**config.mk**
```make
export PLATFORM = sky130hd
export DESIGN_NAME = ddrt_diag_record
export DESIGN_NICKNAME = d
export VERILOG_FILES = /design/src/ddrt_pkg.sv /design/src/ddrt_diag_record.sv
export SDC_FILE = /design/constraint.sdc
export NUM_CORES = 1
export LEC_CHECK = 0
export BUFFER_PORTS_ARGS = -buffer_cell sky130_fd_sc_hd__buf_2
export CORE_MARGIN = 1
export CORE_UTILIZATION = 45
export CTS_CLUSTER_DIAMETER = 150
export DETAILED_ROUTE_END_ITERATION = 8
export GPL_TIMING_DRIVEN = 0
export PLACE_DENSITY_LB_ADDON = 0.05
export SLEW_MARGIN = 15
export SYNTH_ARGS = -nofsm -noshare
export SYNTH_HDL_FRONTEND = slang
export SYNTH_SLANG_ARGS = --single-unit
```
**constraint.sdc**
```tcl
create_clock -name CLK_IN -period 3.9 [get_ports CLK_IN]
set_input_delay 0.195 -clock CLK_IN [delete_from_list [all_inputs] [get_ports CLK_IN]]
set_output_delay 0.195 -clock CLK_IN [all_outputs]
set_load 0.01 [all_outputs]
```
**src/ddrt_pkg.sv**
```systemverilog
// Constants, record layout and carrier types for the diagnostic record of a four-input module.
// Assumes a single 20 MHz clock and a bus coupler that reads the record one byte at a time.
//
// Contract
// - Diagnostic byte 0: bit0 module failure, bit2 external error, bit3 channel error.
// - Module information byte carries class 1111b in bits 3 to 0.
// - Module information bit 4 says per-channel information is present.
// - Diagnostic byte 3 bit 3 flags an internal diagnostics buffer overflow.
// - Diagnostic byte 3 bit 6 flags a lost process interrupt.
// - Channel kind byte reads 70h, meaning digital input, bit 7 zero.
// - Diagnostic bits per channel byte always reads 00h.
// - Channel count byte always reads 04h.
// - Lost-edge map bit n is set when an edge on input n was lost.
// - Four record bytes hold the ticker value sampled when the diagnostic arose.
// - A free-running 32-bit counter increments once every microsecond.
// - The counter starts at zero after reset and wraps to zero after its maximum.
// - Incoming interrupt when a cause arises, going interrupt once all causes vanish.
// - Channel events between incoming and going interrupts are discarded.
package ddrt_pkg;

	localparam int unsigned CLK_HZ        = 20_000_000;
	localparam int unsigned TICK_US       = 1;
	localparam int unsigned TICK_CYCLES   = CLK_HZ / 1_000_000 * TICK_US;
	localparam logic [4:0]  TICK_LAST     = 5'(TICK_CYCLES - 1);

	localparam int unsigned NUM_INPUTS    = 4;

	localparam logic [7:0] SET_SHORT      = 8'h00;
	localparam logic [7:0] SET_FULL       = 8'h01;
	localparam logic [4:0] LEN_SHORT      = 5'h04;
	localparam logic [4:0] LEN_FULL       = 5'h14;

	localparam logic [4:0] BYTE_DIAG      = 5'h00;
	localparam logic [4:0] BYTE_MODINFO   = 5'h01;
	localparam logic [4:0] BYTE_RSVD      = 5'h02;
	localparam logic [4:0] BYTE_INTDIAG   = 5'h03;
	localparam logic [4:0] BYTE_CHKIND    = 5'h04;
	localparam logic [4:0] BYTE_BITSPERCH = 5'h05;
	localparam logic [4:0] BYTE_CHCOUNT   = 5'h06;
	localparam logic [4:0] BYTE_LOSTEDGE  = 5'h07;
	localparam logic [4:0] BYTE_CHRSVD0   = 5'h08;
	localparam logic [4:0] BYTE_STAMP0    = 5'h10;

	localparam int unsigned BIT_MOD_FAIL  = 0;
	localparam int unsigned BIT_EXT_ERR   = 2;
	localparam int unsigned BIT_CHAN_ERR  = 3;
	localparam int unsigned BIT_OVERFLOW  = 3;
	localparam int unsigned BIT_IRQ_LOST  = 6;
	localparam int unsigned BIT_CH_INFO   = 4;

	localparam logic [3:0] MOD_CLASS_DIG  = 4'hf;
	localparam logic [6:0] CH_KIND_DI     = 7'h70;
	localparam logic [7:0] BITS_PER_CH    = 8'h00;
	localparam logic [7:0] CH_COUNT       = 8'h04;

	typedef enum logic {PH_IDLE, PH_ACTIVE} ddrt_phase_t;

	typedef struct packed {
		logic       rd;
		logic       wr;
		logic [7:0] set;
		logic [4:0] idx;
	} ddrt_req_t;

	typedef struct packed {
		logic       ack;
		logic       err;
		logic [7:0] data;
	} ddrt_rsp_t;

	typedef struct packed {
		logic                  mod_fail;
		logic                  ext_err;
		logic                  buf_ovf;
		logic                  irq_lost;
		logic [NUM_INPUTS-1:0] edge_lost;
	} ddrt_cause_t;

	typedef struct packed {
		logic [4:0]  div;
		logic        tick;
		logic [31:0] ticker;
		ddrt_cause_t flags;
		ddrt_phase_t phase;
		logic [31:0] stamp;
		ddrt_rsp_t   rsp;
		logic        irq_in;
		logic        irq_go;
	} ddrt_state_t;

endpackage

```
**src/ddrt_diag_record.sv**
```systemverilog
// Diagnostic record bank with microsecond ticker and diagnostic interrupt sequencing.
// Assumes cause inputs are synchronous to CLK_IN; event inputs are one-cycle pulses.
`timescale 1ns/1ps
`default_nettype none

module ddrt_diag_record (
	input  wire logic             CLK_IN,
	input  wire logic             RESET_IN,
	input  wire logic             DIAG_ENABLE_IN,
	input  wire ddrt_pkg::ddrt_cause_t CAUSE_IN,
	input  wire logic             DIAG_ACK_IN,
	input  wire ddrt_pkg::ddrt_req_t   REQ_IN,
	output var  ddrt_pkg::ddrt_rsp_t   RSP_OUT,
	output logic                  DIAG_INCOMING_OUT,
	output logic                  DIAG_GOING_OUT,
	output logic                  DIAG_ACTIVE_OUT,
	output logic [31:0]           TICKER_OUT
);
	import ddrt_pkg::*;

	////////////////////////////////////////////////////////////////////////////////
	// Record byte decode, shared by the read path and the checks.

	function automatic logic [7:0] rec_byte(input ddrt_state_t s, input logic [4:0] idx);
		logic [7:0] b;
		b = 8'h00;
		if (idx == BYTE_DIAG) begin
			b[BIT_MOD_FAIL] = s.flags.mod_fail;
			b[BIT_EXT_ERR]  = s.flags.ext_err;
			b[BIT_CHAN_ERR] = |s.flags.edge_lost;
		end else if (idx == BYTE_MODINFO) begin
			b[3:0] = MOD_CLASS_DIG;
			b[BIT_CH_INFO] = 1'b1;
		end else if (idx == BYTE_INTDIAG) begin
			b[BIT_OVERFLOW] = s.flags.buf_ovf;
			b[BIT_IRQ_LOST] = s.flags.irq_lost;
		end else if (idx == BYTE_CHKIND) begin
			b[6:0] = CH_KIND_DI;
		end else if (idx == BYTE_BITSPERCH) begin
			b = BITS_PER_CH;
		end else if (idx == BYTE_CHCOUNT) begin
			b = CH_COUNT;
		end else if (idx == BYTE_LOSTEDGE) begin
			b[NUM_INPUTS-1:0] = s.flags.edge_lost;
		end else if (idx >= BYTE_STAMP0 && idx < LEN_FULL) begin
			b = s.stamp[8*(idx - BYTE_STAMP0) +: 8];
		end else begin
			b = 8'h00;
		end
		return b;
	endfunction

	////////////////////////////////////////////////////////////////////////////////
	// State update.

	ddrt_state_t q;
	ddrt_state_t d;
	logic        cause_now;
	logic        cause_next;

	assign cause_now = q.flags.mod_fail | q.flags.ext_err | q.flags.buf_ovf | q.flags.irq_lost
		| (|q.flags.edge_lost);

	always_comb begin
		d = q;
		d.irq_in  = 1'b0;
		d.irq_go  = 1'b0;
		d.rsp.ack = 1'b0;
		d.rsp.err = 1'b0;
		d.tick    = 1'b0;

		if (q.div == TICK_LAST) begin
			d.div  = 5'h00;
			d.tick = 1'b1;
		end else begin
			d.div = q.div + 5'h01;
		end
		if (q.tick) begin
			d.ticker = q.ticker + 32'h0000_0001;
		end

		// Failure and external error follow their causes; the rest stay until acknowledged.
		d.flags.mod_fail = CAUSE_IN.mod_fail;
		d.flags.ext_err  = CAUSE_IN.ext_err;
		if (DIAG_ACK_IN) begin
			d.flags.buf_ovf   = 1'b0;
			d.flags.irq_lost  = 1'b0;
			d.flags.edge_lost = '0;
		end
		if (CAUSE_IN.buf_ovf) begin
			d.flags.buf_ovf = 1'b1;
		end
		if (CAUSE_IN.irq_lost) begin
			d.flags.irq_lost = 1'b1;
		end
		if (q.phase == PH_IDLE) begin
			d.flags.edge_lost = d.flags.edge_lost | CAUSE_IN.edge_lost;
		end

		cause_next = d.flags.mod_fail | d.flags.ext_err | d.flags.buf_ovf | d.flags.irq_lost
			| (|d.flags.edge_lost);

		case (q.phase)
			PH_IDLE: begin
				if (cause_next) begin
					d.phase = PH_ACTIVE;
					d.stamp = q.ticker;
					d.irq_in = DIAG_ENABLE_IN;
				end
			end
			PH_ACTIVE: begin
				// A cause other than a lost edge that returns in the closing cycle keeps the window open, so no going pulse is sent early.
				if (!cause_now && !cause_next) begin
					d.phase = PH_IDLE;
					d.irq_go = DIAG_ENABLE_IN;
				end
			end
			default: begin
				d.phase = PH_IDLE;
			end
		endcase

		// Writes are answered so the coupler never hangs, but nothing is stored.
		if (REQ_IN.wr) begin
			d.rsp.ack  = 1'b1;
			d.rsp.err  = 1'b1;
			d.rsp.data = 8'h00;
		end else if (REQ_IN.rd) begin
			d.rsp.ack = 1'b1;
			if (REQ_IN.set == SET_FULL && REQ_IN.idx < LEN_FULL) begin
				d.rsp.data = rec_byte(q, REQ_IN.idx);
			end else if (REQ_IN.set == SET_SHORT && REQ_IN.idx < LEN_SHORT) begin
				d.rsp.data = rec_byte(q, REQ_IN.idx);
			end else begin
				d.rsp.err  = 1'b1;
				d.rsp.data = 8'h00;
			end
		end
	end

	always_ff @(posedge CLK_IN) begin
		if (RESET_IN) begin
			q <= '{div: 5'h00, tick: 1'b0, ticker: 32'h0000_0000, flags: '0, phase: PH_IDLE,
				stamp: 32'h0000_0000, rsp: '0, irq_in: 1'b0, irq_go: 1'b0};
		end else begin
			q <= d;
		end
	end

	assign RSP_OUT           = q.rsp;
	assign DIAG_INCOMING_OUT = q.irq_in;
	assign DIAG_GOING_OUT    = q.irq_go;
	assign DIAG_ACTIVE_OUT   = (q.phase == PH_ACTIVE);
	assign TICKER_OUT        = q.ticker;

	////////////////////////////////////////////////////////////////////////////////
	// Checks.

	logic [7:0] chk_diag;
	logic [7:0] chk_int;
	logic [7:0] chk_info;
	assign chk_diag = rec_byte(q, BYTE_DIAG);
	assign chk_int  = rec_byte(q, BYTE_INTDIAG);
	assign chk_info = rec_byte(q, BYTE_MODINFO);
endmodule

`default_nettype wire

```
==> flow_metrics.env, run 1 <==
export IMPL_clkLatencyLatePin_ps=350
export IMPL_synth_top_area_share_pct=42.56
export IMPL_hold_buffers=0
export IMPL_power_leakage_nw=2.224
export IMPL_hold_viol=0
export IMPL_die_h_um=99.53
export IMPL_syn_area_per_cell_um2=9.185
export IMPL_synthArstFlopShare_pct=0
export IMPL_grt_max_degree=15
export IMPL_synthFlopType="dfxtp_1"
export IMPL_cts_root_buffer="clkbuf_8"
export IMPL_setup_ws_ps=1812
export IMPL_place_hpwl_um=7406
export IMPL_yosysMostFrequentCell="dfxtp_1"
export IMPL_ir_drop_uv=154.6
export IMPL_grt_pass1_wl_um=15860
export IMPL_overflow=0
export IMPL_hp_class="in -> reg"
export IMPL_wl_per_cell_um=14.71
export IMPL_row_count=35
export IMPL_dpl_cell_area_um2=4787
export IMPL_drcViolationCount=0
export IMPL_post_synth_main_area_contributors="dfxtp_1 (43%), mux2i_1 (8.0%), buf_4 (7.5%), nor2_1 (7.5%), xor2_1 (4.1%)"
export IMPL_cts_max_path_buffers=2
export IMPL_setup_violations=0
export IMPL_htreeDepth=3
export IMPL_arrival_ps=2310
export IMPL_final_cell_area_um2=5062
export IMPL_cts_sinks=91
export IMPL_yosysTopAreaCell="dfxtp_1"
export IMPL_crit_fanout=9
export IMPL_tns_ps=0
export IMPL_period_needed_ps=2088
export IMPL_fin_util_pct=54.79
export IMPL_cp_start_kind="flip-flop"
export IMPL_cp_end_kind="flip-flop"
export IMPL_syn_area_um2=4280
export IMPL_port_buffers=69
export IMPL_ant_nets=0
export IMPL_num_vias=3402
export IMPL_worst_pin_slew_ps=780.7
export IMPL_area_delta_synth_final_pct=18.27
export IMPL_drtPass1Iterations=4
export IMPL_slew_viol_final=0
export IMPL_drt_iter0_markers=147
export IMPL_grt_usage_pct=20.92
export IMPL_dieArea_um2=9906
export IMPL_gp_congestion=0.7938
export IMPL_antenna_found_initial=0
export IMPL_fin_crit_sh_pct=53.54
export IMPL_post_cts_resized=0
export IMPL_p_per_area_nw_per_um2=378.4
export IMPL_layout_drive_gt1_share_pct=26.86
export IMPL_die_x_um=99.53
export IMPL_path_clk_slew_ps=90
export IMPL_avgViaCountPerCell=5.003
export IMPL_worst_hold_slack_ps=66.98
export IMPL_yosysWarningCount=0
export IMPL_syn_inst=466
export IMPL_coreArea_um2=9240
export IMPL_synth_common_cells="dfxtp_1 (91), nor2_1 (85), buf_4 (43)"
export IMPL_rsz0062_at_grt="no"
export IMPL_ys_types=47
export IMPL_criticalPathCategory="reg -> reg"
export IMPL_antennaDiodeCount=0
export IMPL_seq_area_frac_synth_pct=42.56
export IMPL_synth_edff_count=0
export IMPL_status="completed"
export IMPL_place_ws_ps=1787
export IMPL_cts_made_buffers=9
export IMPL_io_pins=72
export IMPL_skew_ps=11.54
export IMPL_relSlewSlack_pct=47.76
export IMPL_max_cap_viol_count=0
export IMPL_syn_nets=495
export IMPL_crit_required_ps=4120
export IMPL_fin_nets=575
export IMPL_cts_setup_buffers=0
export IMPL_first_global_vias=3161
export IMPL_start_util_pct=46.32
export IMPL_max_freq_ghz=0.4789
export IMPL_synth_seq_cells=91
export IMPL_wl_um=10000
export IMPL_cts_tree="done"
-- path summary, 6_finish.rpt --
check / start / end / slack [ps] / cells after the start
max: TICKER_OUT[0] / TICKER_OUT[8] / 1810 / 6
min: CAUSE_IN[5] / chk_int[3] / 70 / 3
max reg2reg: TICKER_OUT[0] / TICKER_OUT[8] / 1810 / 6
min reg2reg: RSP_OUT[1] / RSP_OUT[1] / 460 / 2
-- flip-flops by register name, indices dropped and copies added, names as in the netlist --
register           count
DIAG_ACTIVE_OUT        1
TICKER_OUT            32
q                     42
chk_int                2
DIAG_INCOMING_OUT      1
DIAG_GOING_OUT         1
RSP_OUT               10
chk_diag               2
-- per-layer routing --
| metal | up-vias | routed length [µm] | GRT usage (%) |
|---|---|---|---|
| li1 | 1731 | - | - |
| met1 | 1592 | 4782 | 27.27 |
| met2 | 72 | 4787 | 34.88 |
| met3 | 7 | 351 | 3.162 |
| met4 | 0 | 81 | 8.258 |
| met5 | - | 0 | 0 |
-- report_power, final --
group          internal, mW  total (mW)  switching, mW
sequential            0.938       0.946        0.00770
combinational        0.0474       0.114         0.0669
clock                 0.526       0.856          0.329
-- per-stage QoR --
stage,std cells,power (mW)
after global routing,680,1.980
after floorplan,466,1.043
after global placement,664,1.081
final,680,1.916
after CTS,680,1.927
after detailed placement,664,1.082
-- logic make-up after synthesis --
group / synth area share (%)
adder cells (fa/ha/maj): 0.5845
XOR/XNOR: 6.343
AND/OR/NAND/NOR: 21.05
AO/OA/AOI/OAI: 6.870
multiplexers: 12.16
flip-flops: 42.56
buffers and inverters: 10.44
-- layout make-up --
cell class              count  area (µm²)
fillers                   897        4178
flip-flops and latches     91        1822
clock inverters             4       120.1
plain buffers              64       427.9
inverters                   5       18.77
multi-input cells         306        2012
repair buffers             69       345.3
well taps                 129       161.4
clock buffers              12       155.1
-- critical path: stages, from the launching register on --
cell and delay, ps:
dfxtp_1 470, ha_1 210, nand4_1 170, nor2_1 660
and3_1 270, xnor2_1 120, nor2_1 60
-- layout by cell type, fill, tap and decap left out, types with 6 or more instances in the layout --
master / Yosys / routed
a21oi_1: 12 / 12
and3_1: 10 / 10
buf_2: 3 / 72
buf_4: 43 / 43
clkbuf_1: 14 / 15
clkbuf_8: 0 / 11
dfxtp_1: 91 / 91
mux2i_1: 34 / 34
mux4_2: 7 / 7
nand2_1: 27 / 27
nand3_1: 9 / 9
nand4_1: 11 / 11
nor2_1: 85 / 85
nor2b_1: 6 / 6
nor3_1: 11 / 11
o21ai_0: 8 / 8
xnor2_1: 11 / 11
xor2_1: 20 / 20
Note: power is estimated with default switching activity, not from simulation.
==> inputs of run 2 (changes only) <==
==> constraint.sdc (replaced) <==
create_clock -name CLK_IN -period 1.95 [get_ports CLK_IN]
set_input_delay 0.0975 -clock CLK_IN [delete_from_list [all_inputs] [get_ports CLK_IN]]
set_output_delay 0.0975 -clock CLK_IN [all_outputs]
set_load 0.01 [all_outputs]
==> run 2 against run 1 <==
Effect of this change:
- combinational power is 120% higher
- final area increased by 3.5%
- worst hold slack got worse by 9.8 ps
- highest routed layer unchanged
==> flow_metrics.env, run 2 (synthesis gave the netlist of run 1 again) <==
export IMPL_num_vias=3486
export IMPL_wl_per_cell_um=14.65
export IMPL_layout_drive_gt1_share_pct=28.98
export IMPL_dieArea_um2=9906
export IMPL_cp_end_kind="flip-flop"
export IMPL_final_common_cell="dfxtp_1"
export IMPL_fin_nets=590
export IMPL_gp_congestion=0.7938
export IMPL_period_needed_ps=1859
export IMPL_grt_max_degree=15
export IMPL_die_x_um=99.53
export IMPL_most_common_layout_cells="dfxtp_1 (87), nor2_1 (84), buf_2 (72), buf_4 (48), mux2i_1 (33)"
export IMPL_cts_root_buffer="clkbuf_8"
export IMPL_skew_ps=10.67
export IMPL_first_global_vias=3254
export IMPL_coreArea_um2=9240
export IMPL_criticalPathCategory="reg -> reg"
export IMPL_ir_drop_uv=318.4
export IMPL_max_cap_viol_count=0
export IMPL_overflow=0
export IMPL_relSlewSlack_pct=48.37
export IMPL_drtPass1Iterations=4
export IMPL_slew_viol_final=0
export IMPL_cp_start_kind="flip-flop"
export IMPL_top_register="q"
export IMPL_hp_class="in -> reg"
export IMPL_final_cell_area_um2=5238
export IMPL_power_leakage_nw=2.295
export IMPL_setup_ws_ps=90.61
export IMPL_antenna_found_initial=0
export IMPL_cts_max_path_buffers=2
export IMPL_cts_made_buffers=9
export IMPL_arrival_ps=2090
export IMPL_grt_pass1_wl_um=16100
export IMPL_die_h_um=99.53
export IMPL_fin_crit_sh_pct=95.35
export IMPL_place_ws_ps=-162.7
export IMPL_htreeDepth=3
export IMPL_drcViolationCount=0
export IMPL_hold_viol=0
export IMPL_io_pins=72
export IMPL_row_count=35
export IMPL_rsz0062_at_grt="yes"
export IMPL_grt_usage_pct=21.21
export IMPL_wl_um=10180
export IMPL_port_buffers=69
export IMPL_avgViaCountPerCell=5.016
export IMPL_crit_required_ps=2180
export IMPL_place_hpwl_um=7406
export IMPL_clkLatencyLatePin_ps=360
export IMPL_area_delta_synth_final_pct=22.36
export IMPL_dpl_cell_area_um2=4787
export IMPL_crit_fanout=10
export IMPL_ant_nets=0
export IMPL_status="completed"
export IMPL_antennaDiodeCount=0
export IMPL_setup_violations=0
export IMPL_path_clk_slew_ps=90
export IMPL_p_per_area_nw_per_um2=737.4
export IMPL_worst_pin_slew_ps=768.6
export IMPL_max_freq_ghz=0.5378
export IMPL_cts_sinks=91
export IMPL_largest_register_ffs=42
export IMPL_drt_iter0_markers=181
export IMPL_start_util_pct=46.32
export IMPL_cts_tree="done"
[run 2: changes by cell type in the layout (fill, tap and decap cells not counted), sizes merged]
cell / previous run / this run
buf: 119 / 124
dlygate4sd3: 0 / 10
[run 2: cell type report]
type	count	area, µm²
Fill cell	887	4003
Buffer	64	432.9
Inverter	5	18.77
Clock inverter	4	120.1
Sequential cell	91	1827
Tap cell	129	161.4
Clock buffer	12	155.1
Timing Repair Buffer	84	483.0
Multi-Input combinational cell	306	2039
[run 2: routing by layer]
layer	share of wire (%)	track usage, %	vias to the layer above
met4	1.8	9.050	0
met5	0	0	-
li1	-	-	1756
met3	4.2	3.092	18
met1	47	27.49	1616
met2	47	35.31	96
[run 2: final timing paths]
path          startpoint         end  slack (ps)  cells after the start
max                q[47]       q[21]          90                      6
max reg2reg        q[47]       q[21]          90                      6
min reg2reg   RSP_OUT[1]  RSP_OUT[1]         460                      2
min          DIAG_ACK_IN  chk_int[6]          60                      4
[run 2: per-stage QoR]
stage | hold slack [ps] | std cells | setup TNS (ps) | utilization [%] | total power, mW
2_1_floorplan | 176.8 | 466 | 0 | - | 2.086
3_3_place_gp | 324.7 | 664 | -885.6 | 51.81 | 2.161
3_5_place_dp | 328.7 | 664 | -983.0 | 51.81 | 2.164
4_1_cts | 39.59 | 690 | 0 | 55.91 | 3.870
5_1_grt | 60.16 | 695 | -23.53 | 56.68 | 3.986
6_report | 57.16 | 695 | 0 | 56.68 | 3.862
[run 2: timing repair]
action	in CTS	in global routing
hold buffers	10	0
cloned	0	0
pin swaps	0	1
setup buffers	0	5
gates resized for setup	2	11
hold endpoints to repair	11	0
setup endpoints to repair	12	41
[run 2: critical path: stages, from the launching register on]
cell	delay (ps)
dfxtp_1	350
or4_4	570
o21ai_4	190
a31oi_4	160
buf_8	220
mux2i_1	160
nor2_1	70
[run 2: power breakdown]
| group | internal, mW | switching (mW) |
|---|---|---|
| clock network | 1.05 | 0.663 |
| logic | 0.116 | 0.139 |
| registers | 1.88 | 0.0158 |
